$ cat src/logic/rxsp_regs.svh
// Timing counts and field positions of the receive serial output port.
`ifndef RXSP_REGS_SVH
`define RXSP_REGS_SVH

// Width of one I or Q sample word, in bits.
`define RXSP_WORD_BITS 12
// Index of the least significant (last shifted) bit of a word.
`define RXSP_LAST_BIT 4'hB
// Master clock cycles from wake-up to the first shift clock, fast rate.
`define RXSP_WAKE_FAST 32
// Master clock cycles from wake-up to the first shift clock, slow rate.
`define RXSP_WAKE_SLOW 56
// Master clock divider that gives the fast word rate.
`define RXSP_DIV_FAST 24
// Master clock divider that gives the slow word rate.
`define RXSP_DIV_SLOW 48
// Master cycles of held-high shift clock after a word, slow one-pin.
`define RXSP_GAP_SLOW_SINGLE 11
// Master cycles of held-high shift clock after a pair, slow two-pin.
`define RXSP_GAP_SLOW_DUAL 22
// Master cycles of free-running, data-less shift clock, fast two-pin.
`define RXSP_GAP_FAST_DUAL 24
// Master cycles per shifted bit: the shift clock runs at half rate.
`define RXSP_CYCLES_PER_BIT 2

`endif

$ cat src/logic/rxsp_pkg.sv
// Types shared by the receive serial output port modules.
`include "rxsp_regs.svh"
package rxsp_pkg;

  // Phases of the output sequencer.
  typedef enum logic [2:0] {
    RXSP_SLEEP,
    RXSP_WAKE,
    RXSP_LEAD,
    RXSP_BITS,
    RXSP_GAP
  } rxsp_state_t;

  // Complete state of the sequencer.
  typedef struct packed {
    rxsp_state_t st;
    logic [7:0]  cnt;
    logic [3:0]  bit_idx;
    logic        half;
    logic        word_q;
    logic        split;
    logic        fast;
    logic        shift_clk;
    logic        frame_sync;
    logic        asleep;
    logic        sample_take;
  } rxsp_seq_t;

  // Complete state of the word shifter.
  typedef struct packed {
    logic [`RXSP_WORD_BITS-1:0] i_word;
    logic [`RXSP_WORD_BITS-1:0] q_word;
    logic                       i_out;
    logic                       q_out;
  } rxsp_shift_t;

endpackage

$ cat src/logic/rxsp_shift_if.sv
// Command bundle from the sequencer to the word shifter.
interface rxsp_shift_if;
  logic       load;     // Capture a fresh I/Q pair this edge.
  logic       drive;    // A data bit goes on the pins at this edge.
  logic [3:0] bit_idx;  // Bit position, 0 is the MSB.
  logic       sel_q;    // One-pin: the Q word is on the data pin.
  logic       split;    // Two-pin arrangement selected.
  logic       flag;     // One-pin: level for the I/Q flag pin.

  modport seq (output load, drive, bit_idx, sel_q, split, flag);
  modport shift (input load, drive, bit_idx, sel_q, split, flag);
endinterface

$ cat src/logic/rxsp_port.sv
// Receive serial output port: sequences I/Q words out to a DSP.
// Behaviour
// Mode pin selects two pins or one.
// Fast rate: word every 24 master cycles; two pins here: a word every 48 (12 clocks, 12 data-less clocks).
// Slow rate: word every 48 master cycles; one pin here: a word every 37 (strobe clock, 12 clocks, 11 high).
// Both sleep inputs high: finish cycle, sleep.
// One pin: 12-bit words plus I/Q flag.
// One pin: I word precedes Q word.
// One pin fast: 32-cycle wait, I first.
// One pin fast: lead strobe, then last bits.
// MSB first; DSP samples on falling edge.
// One pin slow: 56-cycle wait, strobe, 12 clocks.
// One pin slow: clock high 11 cycles.
// Two pins: I on data, Q on flag.
// Two pins fast: 32 wait, strobe, LSB strobes.
// Two pins fast: 24 shift clocks per cycle.
// Two pins slow: 56 wait, strobe, 12 clocks.
// Two pins slow: clock high 22 cycles.
// Shift clock runs at half master rate.
// Flag high for I, low for Q.
`include "rxsp_regs.svh"
module rxsp_port #(
  parameter int WAKE_FAST = `RXSP_WAKE_FAST,
  parameter int WAKE_SLOW = `RXSP_WAKE_SLOW
) (
  // Master clock, reset and freeze.
  input  wire logic                       sys_clk,
  input  wire logic                       rst,
  input  wire logic                       clk_en,
  // Configuration and sleep pins.
  input  wire logic                       channel_split,
  input  wire logic                       rate_fast,
  input  wire logic                       receive_powerdown_a,
  input  wire logic                       receive_powerdown_b,
  // Processed sample pair.
  input  wire logic [`RXSP_WORD_BITS-1:0] i_sample_in,
  input  wire logic [`RXSP_WORD_BITS-1:0] q_sample_in,
  output logic                            sample_take,
  // Serial link to the DSP.
  output logic                            rx_shift_clk,
  output logic                            rx_frame_sync,
  output logic                            inphase_serial_out,
  output logic                            quadrature_serial_out,
  // Status.
  output logic                            rx_asleep
);

  // Widths of the counter and phase bookkeeping are fixed, so the
  // wake delays must fit the 8-bit counter.
  if (WAKE_FAST < 1 || WAKE_FAST > 255 || WAKE_SLOW < 1 ||
      WAKE_SLOW > 255) begin : g_bad_wake
    $error("rxsp_port: wake delays must lie in 1 to 255");
  end
  // Word timing only closes if a word fits its divider.
  if (`RXSP_WORD_BITS * `RXSP_CYCLES_PER_BIT != `RXSP_DIV_FAST ||
      `RXSP_DIV_FAST * 2 != `RXSP_DIV_SLOW) begin : g_bad_div
    $error("rxsp_port: word length does not match the dividers");
  end

  rxsp_pkg::rxsp_seq_t s;        // Registered sequencer state.
  rxsp_pkg::rxsp_seq_t next_s;   // Next sequencer state.
  logic                end_word;  // Current word and its gap are done.
  logic                load;      // Take a fresh pair this edge.
  logic                sleep_req; // Both sleep inputs high.
  logic                running;   // Next cycle the shift clock is ~half, not held high.

  rxsp_shift_if cmd ();           // Commands to the shifter.

  // Master cycles to wait after wake-up for the given rate.
  function automatic logic [7:0] wake_len(input logic fast);
    return fast ? 8'(WAKE_FAST) : 8'(WAKE_SLOW);
  endfunction

  // Master cycles of gap after a word for the given arrangement.
  function automatic logic [7:0] gap_len(input logic split,
                                         input logic fast);
    logic [7:0] len;
    len = 8'h00;
    if (fast && split) begin
      len = 8'(`RXSP_GAP_FAST_DUAL);
    end else if (!fast && split) begin
      len = 8'(`RXSP_GAP_SLOW_DUAL);
    end else if (!fast) begin
      len = 8'(`RXSP_GAP_SLOW_SINGLE);
    end
    return len;
  endfunction

  assign sleep_req = receive_powerdown_a & receive_powerdown_b;

  // Sequencer. Each bit spends one cycle with the shift clock high and
  // one with it low, so data set on the rising edge is stable at the
  // falling edge where the DSP samples it.
  always_comb begin
    next_s = s;
    next_s.sample_take = 1'b0;
    end_word = 1'b0;
    load = 1'b0;
    running = 1'b0;
    case (s.st)
      // Asleep: mode and rate are only looked at on waking, so a change
      // while awake takes effect after the next sleep.
      rxsp_pkg::RXSP_SLEEP: begin
        next_s.asleep = 1'b1;
        if (!receive_powerdown_a && !receive_powerdown_b) begin
          next_s.st = rxsp_pkg::RXSP_WAKE;
          next_s.cnt = 8'h00;
          next_s.asleep = 1'b0;
          next_s.split = channel_split;
          next_s.fast = rate_fast;
        end
      end
      // Wake-up wait before the first shift clock.
      rxsp_pkg::RXSP_WAKE: begin
        if (sleep_req) begin
          next_s.st = rxsp_pkg::RXSP_SLEEP;
          next_s.asleep = 1'b1;
        end else if (s.cnt == wake_len(s.fast) - 8'h01) begin
          next_s.st = rxsp_pkg::RXSP_LEAD;
          next_s.half = 1'b0;
          next_s.word_q = 1'b0;
          load = 1'b1;
        end else begin
          next_s.cnt = s.cnt + 8'h01;
        end
      end
      // One shift clock that carries only the framing strobe.
      rxsp_pkg::RXSP_LEAD: begin
        if (!s.half) begin
          next_s.half = 1'b1;
        end else begin
          next_s.half = 1'b0;
          next_s.st = rxsp_pkg::RXSP_BITS;
          next_s.bit_idx = 4'h0;
        end
      end
      // Twelve data bits, MSB first.
      rxsp_pkg::RXSP_BITS: begin
        if (!s.half) begin
          next_s.half = 1'b1;
        end else begin
          next_s.half = 1'b0;
          if (s.bit_idx != `RXSP_LAST_BIT) begin
            next_s.bit_idx = s.bit_idx + 4'h1;
          end else if (gap_len(s.split, s.fast) != 8'h00) begin
            next_s.st = rxsp_pkg::RXSP_GAP;
            next_s.cnt = 8'h00;
          end else begin
            end_word = 1'b1;
          end
        end
      end
      // Gap after a word: the clock idles high, except at the fast rate
      // with two pins where it keeps running without data.
      rxsp_pkg::RXSP_GAP: begin
        next_s.half = (s.fast && s.split) ? ~s.half : 1'b0;
        if (s.cnt == gap_len(s.split, s.fast) - 8'h01) begin
          end_word = 1'b1;
        end else begin
          next_s.cnt = s.cnt + 8'h01;
        end
      end
      default: begin
        next_s = '0;
        next_s.st = rxsp_pkg::RXSP_SLEEP;
      end
    endcase
    // Word boundary: Q follows I on one pin; otherwise the IQ cycle is
    // complete and, apart from the wake-up wait, the sleep inputs are honoured only here.
    if (end_word) begin
      next_s.bit_idx = 4'h0;
      next_s.half = 1'b0;
      if (!s.split && !s.word_q) begin
        next_s.word_q = 1'b1;
        next_s.st = s.fast ? rxsp_pkg::RXSP_BITS
                           : rxsp_pkg::RXSP_LEAD;
      end else if (sleep_req) begin
        next_s.st = rxsp_pkg::RXSP_SLEEP;
        next_s.asleep = 1'b1;
        next_s.word_q = 1'b0;
      end else begin
        load = 1'b1;
        next_s.word_q = 1'b0;
        next_s.st = s.fast ? rxsp_pkg::RXSP_BITS
                           : rxsp_pkg::RXSP_LEAD;
      end
    end
    next_s.sample_take = load;
    // Pin levels for the coming cycle, registered with the state.
    running = next_s.st == rxsp_pkg::RXSP_LEAD ||
              next_s.st == rxsp_pkg::RXSP_BITS ||
              (next_s.st == rxsp_pkg::RXSP_GAP && next_s.fast &&
               next_s.split);
    next_s.shift_clk = running ? ~next_s.half : 1'b1;
    next_s.frame_sync = next_s.st == rxsp_pkg::RXSP_LEAD ||
                        (next_s.st == rxsp_pkg::RXSP_BITS &&
                         next_s.fast &&
                         next_s.bit_idx == `RXSP_LAST_BIT);
  end

  // Shifter commands follow the next state so data and clock line up.
  assign cmd.load = load;
  assign cmd.drive = next_s.st == rxsp_pkg::RXSP_BITS;
  assign cmd.bit_idx = next_s.bit_idx;
  assign cmd.sel_q = next_s.word_q;
  assign cmd.split = next_s.split;
  assign cmd.flag = ~next_s.word_q;

  // State register; reset parks the port asleep with the clock high.
  always_ff @(posedge sys_clk) begin
    if (rst) begin
      s <= '{st: rxsp_pkg::RXSP_SLEEP, cnt: 8'h00, bit_idx: 4'h0,
             half: 1'b0, word_q: 1'b0, split: 1'b0, fast: 1'b0,
             shift_clk: 1'b1, frame_sync: 1'b0, asleep: 1'b1,
             sample_take: 1'b0};
    end else if (clk_en) begin
      s <= next_s;
    end
  end

  // Data pins come from the shifter's own flip-flops.
  rxsp_shifter u_shift (
    .sys_clk     (sys_clk),
    .rst         (rst),
    .clk_en      (clk_en),
    .i_sample_in (i_sample_in),
    .q_sample_in (q_sample_in),
    .cmd         (cmd.shift),
    .i_pin       (inphase_serial_out),
    .q_pin       (quadrature_serial_out)
  );

  assign rx_shift_clk = s.shift_clk;
  assign rx_frame_sync = s.frame_sync;
  assign rx_asleep = s.asleep;
  assign sample_take = s.sample_take;
endmodule

$ cat src/logic/rxsp_shifter.sv
// Word shifter: holds the I/Q pair and drives both serial data pins.
`include "rxsp_regs.svh"
module rxsp_shifter (
  // Clock, reset and freeze.
  input  wire logic                       sys_clk,
  input  wire logic                       rst,
  input  wire logic                       clk_en,
  // Processed sample pair from the filters.
  input  wire logic [`RXSP_WORD_BITS-1:0] i_sample_in,
  input  wire logic [`RXSP_WORD_BITS-1:0] q_sample_in,
  // Commands from the sequencer.
  rxsp_shift_if.shift                     cmd,
  // Serial pins.
  output logic                            i_pin,
  output logic                            q_pin
);

  rxsp_pkg::rxsp_shift_t s;       // Registered state.
  rxsp_pkg::rxsp_shift_t next_s;  // Next state.
  logic [`RXSP_WORD_BITS-1:0] cur_i;  // I word seen this cycle.
  logic [`RXSP_WORD_BITS-1:0] cur_q;  // Q word seen this cycle.

  // Picks bit idx of a word counting from the MSB.
  function automatic logic pick(input logic [`RXSP_WORD_BITS-1:0] w,
                                input logic [3:0] idx);
    logic [3:0] pos;
    pos = 4'(`RXSP_WORD_BITS - 1) - idx;
    return w[pos];
  endfunction

  // Next state: on a load the fresh pair is used at once, so the first
  // bit of a back-to-back word is never taken from the stale pair.
  always_comb begin
    next_s = s;
    cur_i = cmd.load ? i_sample_in : s.i_word;
    cur_q = cmd.load ? q_sample_in : s.q_word;
    next_s.i_word = cur_i;
    next_s.q_word = cur_q;
    // Both words come from one pair, I shifted first on one pin.
    if (cmd.drive) begin
      next_s.i_out = cmd.sel_q ? pick(cur_q, cmd.bit_idx)
                               : pick(cur_i, cmd.bit_idx);
    end else begin
      next_s.i_out = 1'b0;
    end
    // The second pin is either Q data or the I/Q flag.
    if (cmd.split) begin
      next_s.q_out = cmd.drive & pick(cur_q, cmd.bit_idx);
    end else begin
      next_s.q_out = cmd.flag;
    end
  end

  // State register, frozen while the clock enable is low.
  always_ff @(posedge sys_clk) begin
    if (rst) begin
      s <= '0;
    end else if (clk_en) begin
      s <= next_s;
    end
  end

  assign i_pin = s.i_out;
  assign q_pin = s.q_out;

endmodule
$ cat config.mk
export PLATFORM = sky130hd
export DESIGN_NAME = rxsp_port
export DESIGN_NICKNAME = d
export VERILOG_FILES = /design/src/logic/rxsp_pkg.sv /design/src/logic/rxsp_shift_if.sv /design/src/logic/rxsp_port.sv /design/src/logic/rxsp_shifter.sv
export VERILOG_INCLUDE_DIRS = /design/src /design/src/logic
export SDC_FILE = /design/constraint.sdc
export NUM_CORES = 1
export LEC_CHECK = 0
export BUFFER_PORTS_ARGS = -buffer_cell sky130_fd_sc_hd__buf_2
export CAP_MARGIN = 5
export CORE_UTILIZATION = 45
export CTS_BUF_LIST = sky130_fd_sc_hd__clkbuf_16
export DETAILED_ROUTE_END_ITERATION = 8
export PLACE_DENSITY_LB_ADDON = 0.25
export SYNTH_ARGS = -nofsm -noshare
export SYNTH_HDL_FRONTEND = slang
export SYNTH_SLANG_ARGS = --single-unit
$ cat constraint.sdc
create_clock -name sys_clk -period 5.8 [get_ports sys_clk]
set_input_delay 0.87 -clock sys_clk [delete_from_list [all_inputs] [get_ports sys_clk]]
set_output_delay 0.87 -clock sys_clk [all_outputs]
set_load 0.1 [all_outputs]
==> results of run 1 <==
[final cells by class]
| cell class | count | area, um^2 |
|---|---|---|
| Inverter | 5 | 18.8 |
| Multi-Input combinational cell | 352 | 2150 |
| Sequential cell | 49 | 981 |
| Clock inverter | 2 | 11.3 |
| Timing Repair Buffer | 36 | 180 |
| Tap cell | 96 | 120 |
| Fill cell | 681 | 3360 |
| Clock buffer | 5 | 125 |
[cell usage in the layout, fill, tap and decap left out, types with 8 or more instances in the layout]
cell / n
sky130_fd_sc_hd__nand3_1: 11
sky130_fd_sc_hd__nand2_1: 74
sky130_fd_sc_hd__a31oi_1: 8
sky130_fd_sc_hd__mux2i_1: 21
sky130_fd_sc_hd__nor2_1: 36
sky130_fd_sc_hd__o21ai_0: 23
sky130_fd_sc_hd__buf_2: 36
sky130_fd_sc_hd__nand4_1: 8
sky130_fd_sc_hd__nor3_1: 8
sky130_fd_sc_hd__dfxtp_1: 49
sky130_fd_sc_hd__a21oi_1: 50
[worst min-delay path, stage by stage (launching register included)]
cell and delay [ps]:
sky130_fd_sc_hd__dfxtp_1 310, sky130_fd_sc_hd__nand2_1 50, sky130_fd_sc_hd__a21oi_1 50
[cell families (layout without fill, tap and decap cells)]
| group | count (synthesis) | in the layout | share of synthesized area, % |
|---|---|---|---|
| simple gates | 192 | 192 | 29.7 |
| flops | 49 | 49 | 29.8 |
| buf+inv | 33 | 48 | 5.06 |
| xor+xnor | 2 | 2 | 0.532 |
| fa+ha+maj | 3 | 3 | 1.14 |
| mux | 27 | 27 | 8.44 |
| compound gates | 128 | 128 | 25.3 |
[per-stage QoR]
stage                     total power, uW  setup slack, ps  cell area, um^2
final                                 697             2040             3580
after global routing                  725             1720             3580
after CTS                             703             2090             3580
after detailed placement              425             2140             3450
after global placement                426             2310             3450
after floorplan                       400             2820             3290
[sequential cells by signal, summed over array words and instances, names as in the netlist]
name / cells
u_shift.s: 24
s: 19
rx_asleep: 1
rx_frame_sync: 1
rx_shift_clk: 1
sample_take: 1
u_shift.i_pin: 1
u_shift.q_pin: 1
[routing by layer]
| layer | vias to the layer above | routed length (um) | share of wire [%] | GRT usage [%] |
|---|---|---|---|---|
| met4 | 0 | 153 | 1.8 | 6.71 |
| met5 | - | 0 | 0 | 0 |
| li1 | 1604 | - | - | - |
| met1 | 1512 | 4230 | 49 | 33.6 |
| met3 | 11 | 442 | 5.1 | 3.60 |
| met2 | 129 | 3880 | 45 | 37.6 |
[final timing paths]
path / start / end / slack, ps / depth (start not counted)
setup / recovery: s[21] / u_shift.q_pin / 2040 / 12
hold reg to reg: u_shift.s[11] / u_shift.s[11] / 450 / 2
hold / removal: u_shift.s[11] / u_shift.s[11] / 450 / 2
setup reg to reg: s[21] / u_shift.q_pin / 2040 / 12
[power by group through the flow]
stage	Combinational (uW)	Sequential, uW	Clock (uW)
after CTS	72.1	345	286
after global routing	79.3	346	300
final	72.7	346	279
after floorplan	37.6	362	0
after detailed placement	71.8	353	0
after global placement	72.7	353	0
==> impl_metrics.xml, run 1 <==
<?xml version="1.0" encoding="UTF-8"?>
<metrics>
  <group name="layout">
    <metric name="utilization_after_layout" unit="%">51.6</metric>
    <metric name="post_route_cells_drive_above_1_share" unit="%">15.1</metric>
    <metric name="antenna_cells_inserted" unit="">0</metric>
    <metric name="synth_to_final_area_change" unit="%">8.90</metric>
    <metric name="stdcell_count" unit="">545</metric>
    <metric name="num-nets-final" unit="">483</metric>
  </group>
  <group name="yosys">
    <metric name="synth.top_cells.by_area" unit="">sky130_fd_sc_hd__dfxtp_1 30%, sky130_fd_sc_hd__nand2_1 8.4%, sky130_fd_sc_hd__a21oi_1 7.8%</metric>
    <metric name="syn-cell-area" unit="um^2">3290</metric>
    <metric name="synth_enable_flop_cells" unit="">0</metric>
    <metric name="synthesis.yosys.warnings" unit="">0</metric>
    <metric name="area_share_of_the_largest_cell_type_after_synthesis" unit="%">29.8</metric>
    <metric name="yosysMostFrequentCell" unit="">sky130_fd_sc_hd__nand2_1</metric>
    <metric name="syn_nets" unit="">468</metric>
    <metric name="synth_seq_area_share" unit="%">29.8</metric>
    <metric name="async_flop_share" unit="%">0</metric>
    <metric name="synth_top_cell_by_area" unit="">sky130_fd_sc_hd__dfxtp_1</metric>
    <metric name="synth_top_flop_cell" unit="">sky130_fd_sc_hd__dfxtp_1</metric>
    <metric name="yosys-top-cells-count" unit="">74 x sky130_fd_sc_hd__nand2_1, 51 x sky130_fd_sc_hd__a21oi_1, 49 x sky130_fd_sc_hd__dfxtp_1, 36 x sky130_fd_sc_hd__nor2_1, 23 x sky130_fd_sc_hd__o21ai_0</metric>
    <metric name="synthesis.instances" unit="">434</metric>
    <metric name="synth_seq_cells" unit="">49</metric>
    <metric name="post_synth.cell_area_avg" unit="um^2">7.58</metric>
    <metric name="number_of_distinct_library_cells_after_synthesis" unit="">67</metric>
  </group>
  <group name="worst_setup_path">
    <metric name="crit_required" unit="ps">6000</metric>
    <metric name="cp-start-kind" unit="">flop</metric>
    <metric name="crit_fanout" unit="">25</metric>
    <metric name="cp_cell_sequence" unit="">nor2_1 &gt; nand3_1 &gt; a221oi_4 &gt; nor2_1 &gt; o21ai_0 &gt; nor2_1 &gt; ha_1 &gt; a2111oi_0 &gt; o21ai_1 &gt; o41ai_1 &gt; a311oi_1 &gt; nor4_1</metric>
    <metric name="critical-path-top-cell-by-count" unit="">sky130_fd_sc_hd__nor2_1</metric>
    <metric name="critical_path.slowest_cell" unit="">sky130_fd_sc_hd__nor2_1</metric>
    <metric name="worstPathArrival" unit="ps">3960</metric>
    <metric name="crit_buf_inv" unit="">0</metric>
    <metric name="crit_family" unit="">simple AND/OR/NAND/NOR gates</metric>
    <metric name="cp-end-kind" unit="">flop</metric>
    <metric name="setup.worst_path.class" unit="">flop to flop</metric>
    <metric name="max_stage_delay" unit="ps">560</metric>
  </group>
  <group name="routing">
    <metric name="drt-pass1-iter-count" unit="">5</metric>
    <metric name="wl" unit="mm">8.71</metric>
    <metric name="avgViaCountPerCell" unit="">5.97</metric>
    <metric name="antenna_left" unit="">0</metric>
    <metric name="post_drt_wl_per_cell" unit="um">16.0</metric>
    <metric name="drc_errors" unit="">0</metric>
    <metric name="detailedRoute.firstIterationViolations" unit="">356</metric>
    <metric name="via_count" unit="">3256</metric>
  </group>
  <group name="global_route">
    <metric name="pin_count_of_the_biggest_net_entering_global_routing" unit="">50</metric>
    <metric name="antenna_found_initial" unit="">0</metric>
    <metric name="gr-total-overflow" unit="">0</metric>
    <metric name="grt_pass1_wl" unit="mm">14.4</metric>
    <metric name="via_count_of_the_first_global_routing_pass" unit="">2973</metric>
    <metric name="gr-usage-all-layers" unit="%">23.8</metric>
  </group>
  <group name="placed_design">
    <metric name="post-place-cells" unit="">538</metric>
    <metric name="hpwl" unit="mm">6.26</metric>
    <metric name="io_buffer_count" unit="">36</metric>
    <metric name="placer_congestion_estimate" unit="">0.879</metric>
  </group>
  <group name="worst_hold_path">
    <metric name="hp-class" unit="">flop to flop</metric>
  </group>
  <group name="timing">
    <metric name="clock-skew-final" unit="ps">5.69</metric>
    <metric name="total_negative_slack_for_setup_checks" unit="ps">0</metric>
    <metric name="finalHoldViolations" unit="">0</metric>
    <metric name="timing.final.crit_share" unit="%">64.8</metric>
    <metric name="finalSetupViolations" unit="">0</metric>
    <metric name="fmax" unit="MHz">266</metric>
    <metric name="timing_worst_slew_pin_value" unit="ps">1070</metric>
    <metric name="fin_crit" unit="ps">3760</metric>
    <metric name="max_slew_margin" unit="%">28.5</metric>
    <metric name="grt_setup_unrepaired" unit="">no</metric>
    <metric name="worst_hold_check_slack" unit="ps">450</metric>
    <metric name="timing.final.max_slew_violations" unit="">0</metric>
  </group>
  <group name="clock_tree">
    <metric name="cts_made_buffers" unit="">5</metric>
    <metric name="cts_root_buffer" unit="">sky130_fd_sc_hd__clkbuf_16</metric>
    <metric name="worstSkewPairLatency" unit="ps">290</metric>
    <metric name="hold_buf_count_cts" unit="">0</metric>
    <metric name="cts_repair_resize_count" unit="">0</metric>
    <metric name="ctsLongestPathBuffers" unit="">2</metric>
    <metric name="cts_tree" unit="">built</metric>
    <metric name="htree_levels" unit="">2</metric>
    <metric name="cts.sinks" unit="">49</metric>
    <metric name="post-cts-setup-buffers" unit="">0</metric>
    <metric name="clk_transition_reported_paths" unit="ps">60</metric>
  </group>
  <group name="status">
    <metric name="outcome" unit="">finished clean</metric>
  </group>
  <group name="floorplanning">
    <metric name="row_count" unit="">30</metric>
    <metric name="die_h" unit="um">87.5</metric>
    <metric name="io_pins" unit="">37</metric>
    <metric name="floorplan.die_area" unit="um^2">7660</metric>
    <metric name="initial_utilization" unit="%">47.4</metric>
    <metric name="fp.dieW" unit="um">87.5</metric>
    <metric name="core_area" unit="um^2">6940</metric>
  </group>
  <group name="pwr">
    <metric name="internal-power" unit="uW">519</metric>
    <metric name="p_comb_share" unit="%">10.4</metric>
    <metric name="power.clock.fraction" unit="%">40.0</metric>
    <metric name="power.switching_fraction" unit="%">25.6</metric>
    <metric name="power.density_cell_area" unit="nW/um^2">195</metric>
    <metric name="power_frac_seq" unit="%">49.6</metric>
    <metric name="leakagePower" unit="uW">0.00136</metric>
    <metric name="irDropWorstVdd" unit="uV">129</metric>
    <metric name="netSwitchingPower" unit="uW">179</metric>
  </group>
  <group name="job">
    <metric name="maxCapViolCount" unit="">0</metric>
  </group>
</metrics>
Note: power is estimated with default switching activity, not from simulation.
==> inputs of run 2 (changes only) <==
ABC_AREA = 1   (was unset)
clock period = 3.07 ns   (was 5.8 ns; I/O delays follow)
==> run 2 against run 1 <==
Effect of this change:
- routed wire length is 6.2% lower
- final cell count increased by 14%
- sequential cell count stayed put
- via count increased by 0.80%
- global-route usage down 0.52 points
- die area is 3.5% lower
- power is 110% higher
- count of clock-buffer cells in the layout did not move
- sequential power rose by 95%
==> impl_metrics.xml, run 2 <==
<?xml version="1.0" encoding="UTF-8"?>
<metrics>
  <group name="status">
    <metric name="outcome" unit="">finished clean</metric>
  </group>
  <group name="pwr">
    <metric name="p_comb_share" unit="%">19.3</metric>
    <metric name="leakagePower" unit="uW">0.00159</metric>
    <metric name="irDropWorstVdd" unit="uV">217</metric>
    <metric name="internal-power" unit="uW">1040</metric>
    <metric name="power_frac_seq" unit="%">45.5</metric>
    <metric name="power.switching_fraction" unit="%">30.2</metric>
    <metric name="power.density_cell_area" unit="nW/um^2">419</metric>
    <metric name="netSwitchingPower" unit="uW">449</metric>
    <metric name="power.clock.fraction" unit="%">35.3</metric>
  </group>
  <group name="placed_design">
    <metric name="io_buffer_count" unit="">36</metric>
    <metric name="hpwl" unit="mm">5.99</metric>
    <metric name="placer_congestion_estimate" unit="">0.881</metric>
    <metric name="post-place-cells" unit="">614</metric>
  </group>
  <group name="routing">
    <metric name="detailedRoute.firstIterationViolations" unit="">195</metric>
    <metric name="wl" unit="mm">8.17</metric>
    <metric name="drc_errors" unit="">0</metric>
    <metric name="antenna_left" unit="">0</metric>
    <metric name="m1WireLength" unit="mm">3.81</metric>
    <metric name="via_count" unit="">3282</metric>
    <metric name="met3WireLength" unit="um">352</metric>
    <metric name="avgViaCountPerCell" unit="">5.27</metric>
    <metric name="dr_wl_met2" unit="mm">3.81</metric>
    <metric name="drt-pass1-iter-count" unit="">5</metric>
    <metric name="post_drt_wl_per_cell" unit="um">13.1</metric>
    <metric name="topRoutingLayerUsed" unit="">met4</metric>
  </group>
  <group name="floorplanning">
    <metric name="io_pins" unit="">37</metric>
    <metric name="core_area" unit="um^2">6790</metric>
    <metric name="die_h" unit="um">86.0</metric>
    <metric name="initial_utilization" unit="%">46.7</metric>
    <metric name="floorplan.die_area" unit="um^2">7390</metric>
    <metric name="fp.dieW" unit="um">86.0</metric>
    <metric name="row_count" unit="">30</metric>
  </group>
  <group name="worst_setup_path">
    <metric name="cp-end-kind" unit="">flop</metric>
    <metric name="crit_required" unit="ps">3250</metric>
    <metric name="worstRegToRegCells" unit="">13</metric>
    <metric name="critical-path-top-cell-by-count" unit="">sky130_fd_sc_hd__nand2_4</metric>
    <metric name="crit_cells" unit="">13</metric>
    <metric name="setup.worst_path.class" unit="">flop to flop</metric>
    <metric name="cp_cell_sequence" unit="">ha_1 &gt; nand3_1 &gt; nor2_1 &gt; nand4_1 &gt; nand2_4 &gt; nand2_4 &gt; nand2_4 &gt; inv_2 &gt; nor2_2 &gt; clkinvlp_4 &gt; buf_4 &gt; o21ai_0 &gt; nor2_1</metric>
    <metric name="crit_buf_inv" unit="">3</metric>
    <metric name="cp-start-kind" unit="">flop</metric>
    <metric name="crit_family" unit="">simple AND/OR/NAND/NOR gates</metric>
    <metric name="worstPathArrival" unit="ps">2850</metric>
    <metric name="critical_path.slowest_cell" unit="">sky130_fd_sc_hd__dfxtp_1</metric>
    <metric name="crit_fanout" unit="">18</metric>
    <metric name="max_stage_delay" unit="ps">400</metric>
  </group>
  <group name="layout">
    <metric name="reg_top3" unit="">u_shift.s x24, s x19</metric>
    <metric name="antenna_cells_inserted" unit="">0</metric>
    <metric name="regMostFlops" unit="">u_shift.s</metric>
    <metric name="stdcell_count" unit="">623</metric>
    <metric name="fill_cell_total_of_the_finished_layout" unit="">688</metric>
    <metric name="num-nets-final" unit="">560</metric>
    <metric name="largest_register_ffs" unit="">24</metric>
    <metric name="synth_to_final_area_change" unit="%">11.7</metric>
    <metric name="final_cell_mix" unit="">103 x sky130_fd_sc_hd__nand2_1, 64 x sky130_fd_sc_hd__nand3_1, 61 x sky130_fd_sc_hd__nor2_1</metric>
    <metric name="commonest_non_fill_non_tap_cell_in_the_layout" unit="">sky130_fd_sc_hd__nand2_1</metric>
    <metric name="post_route_cells_drive_above_1_share" unit="%">15.7</metric>
  </group>
  <group name="yosys">
    <metric name="syn_nets" unit="">531</metric>
    <metric name="area_share_of_the_largest_cell_type_after_synthesis" unit="%">30.9</metric>
    <metric name="synth-adder-area-share" unit="%">1.18</metric>
    <metric name="synth_top_cell_by_area" unit="">sky130_fd_sc_hd__dfxtp_1</metric>
    <metric name="synth_simple_gate_area_share" unit="%">38.2</metric>
    <metric name="synth_top_flop_cell" unit="">sky130_fd_sc_hd__dfxtp_1</metric>
    <metric name="yosysMostFrequentCell" unit="">sky130_fd_sc_hd__nand2_1</metric>
    <metric name="synth_seq_cells" unit="">49</metric>
    <metric name="largest_family_of_logic_cells_by_synthesized_area" unit="">simple AND/OR/NAND/NOR gates</metric>
    <metric name="synth.top_cells.by_area" unit="">sky130_fd_sc_hd__dfxtp_1 31%, sky130_fd_sc_hd__nand2_1 12%, sky130_fd_sc_hd__nand3_1 10%</metric>
    <metric name="async_flop_share" unit="%">0</metric>
    <metric name="syn-cell-area" unit="um^2">3170</metric>
    <metric name="number_of_distinct_library_cells_after_synthesis" unit="">38</metric>
    <metric name="yosys-top-cells-count" unit="">103 x sky130_fd_sc_hd__nand2_1, 64 x sky130_fd_sc_hd__nand3_1, 62 x sky130_fd_sc_hd__nor2_1, 51 x sky130_fd_sc_hd__inv_1, 49 x sky130_fd_sc_hd__dfxtp_1</metric>
    <metric name="synthesis.yosys.warnings" unit="">0</metric>
    <metric name="multiplexer_area_fraction_after_synthesis" unit="%">0</metric>
    <metric name="synthesis.instances" unit="">497</metric>
    <metric name="synth_seq_area_share" unit="%">30.9</metric>
    <metric name="post_synth.cell_area_avg" unit="um^2">6.39</metric>
    <metric name="synth-compound-area-share" unit="%">18.6</metric>
    <metric name="synth_enable_flop_cells" unit="">0</metric>
    <metric name="yosys.area_share.xor_xnor" unit="%">0.552</metric>
  </group>
  <group name="timing">
    <metric name="timing.final.crit_share" unit="%">86.9</metric>
    <metric name="clock-skew-final" unit="ps">6.77</metric>
    <metric name="max_slew_margin" unit="%">42.8</metric>
    <metric name="fin_crit" unit="ps">2670</metric>
    <metric name="grt_setup_unrepaired" unit="">no</metric>
    <metric name="finalSetupViolations" unit="">0</metric>
    <metric name="fmax" unit="MHz">375</metric>
    <metric name="timing_worst_slew_pin_value" unit="ps">857</metric>
    <metric name="timing.final.max_slew_violations" unit="">0</metric>
    <metric name="total_negative_slack_for_setup_checks" unit="ps">0</metric>
    <metric name="finalHoldViolations" unit="">0</metric>
  </group>
  <group name="global_route">
    <metric name="grt_pass1_wl" unit="mm">13.8</metric>
    <metric name="gr-total-overflow" unit="">0</metric>
    <metric name="gr-usage-all-layers" unit="%">23.3</metric>
    <metric name="pin_count_of_the_biggest_net_entering_global_routing" unit="">33</metric>
    <metric name="via_count_of_the_first_global_routing_pass" unit="">3048</metric>
    <metric name="antenna_found_initial" unit="">0</metric>
  </group>
  <group name="job">
    <metric name="maxCapViolCount" unit="">0</metric>
  </group>
  <group name="clock_tree">
    <metric name="cts.sinks" unit="">49</metric>
    <metric name="htree_levels" unit="">2</metric>
    <metric name="clk_transition_reported_paths" unit="ps">70</metric>
    <metric name="cts_tree" unit="">built</metric>
    <metric name="hold_buf_count_cts" unit="">0</metric>
    <metric name="cts_made_buffers" unit="">5</metric>
    <metric name="worstSkewPairLatency" unit="ps">290</metric>
    <metric name="ctsLongestPathBuffers" unit="">2</metric>
    <metric name="cts_root_buffer" unit="">sky130_fd_sc_hd__clkbuf_16</metric>
  </group>
  <group name="worst_hold_path">
    <metric name="hp-class" unit="">input pin to flop</metric>
    <metric name="min_path_cells" unit="">3</metric>
  </group>
</metrics>
-- run 2: cell types whose count changed in the layout (fill, tap and decap cells not counted), moves of 9 or more --
cell	previous run	this run
sky130_fd_sc_hd__nand3_1	11	64
sky130_fd_sc_hd__inv_1	4	53
sky130_fd_sc_hd__nand2_1	74	103
sky130_fd_sc_hd__nor2_1	36	61
sky130_fd_sc_hd__a21oi_1	50	28
sky130_fd_sc_hd__mux2i_1	21	0
sky130_fd_sc_hd__o21ai_0	23	40
sky130_fd_sc_hd__inv_2	0	10
sky130_fd_sc_hd__nand2_2	0	9
-- run 2: stage by stage --
stage          setup slack, ps  power, uW  hold WS (ps)  instance area (um^2)  utilization [%]
6_report                   403       1490           410                  3550             52.2
5_1_grt                   54.8       1560           424                  3550             52.2
4_1_cts                    241       1490           415                  3530             52.0
3_5_place_dp               241        973           454                  3400             50.0
3_3_place_gp               398        975           447                  3400             50.0
2_1_floorplan              891        899           446                  3170                -
-- run 2: power groups by stage --
stage,logic (uW),registers (uW),clock network [uW]
2_1_floorplan,188,711,0
3_3_place_gp,286,689,0
3_5_place_dp,284,690,0
4_1_cts,285,675,534
5_1_grt,319,678,559
6_report,287,676,525
-- run 2: layout make-up --
type                    instances  area [um^2]  share of cell area [%]
clock inverters                 3         11.3                   0.318
clock buffers                   5          125                    3.53
inverters                      61          233                    6.56
well taps                      96          120                    3.39
repair buffers                 41          218                    6.14
flip-flops and latches         49          981                    27.7
multi-input cells             368         1860                    52.4
-- run 2: cell families (layout without fill, tap and decap cells) --
group,count (synthesis),in the layout
compound gates,100,100
simple gates,263,263
fa+ha+maj,3,3
flops,49,49
xor+xnor,2,2
buf+inv,80,110
-- run 2: final timing paths --
kind,from,to,slack (ps)
setup / recovery,s[8],u_shift.s[11],400
setup reg to reg,s[8],u_shift.s[11],400
hold / removal,i_sample_in[3],u_shift.s[17],410
hold reg to reg,rx_shift_clk,rx_shift_clk,460
-- run 2: worst min-delay path, cell delays in order --
cell,delay (ps)
sky130_fd_sc_hd__buf_2,90
sky130_fd_sc_hd__nor2_1,40
sky130_fd_sc_hd__nor2_1,80
-- run 2: per-layer routing --
layer | GRT usage (%) | vias to the layer above
met5 | 0 | -
met4 | 9.70 | 0
met3 | 3.56 | 14
met2 | 39.8 | 90
met1 | 29.1 | 1476
li1 | - | 1702
-- run 2: repair_timing --
action	in CTS	in global routing
resized for setup	0	2
setup buffers	0	1
setup endpoints to repair	0	19
endpoints found under the hold margin	0	0
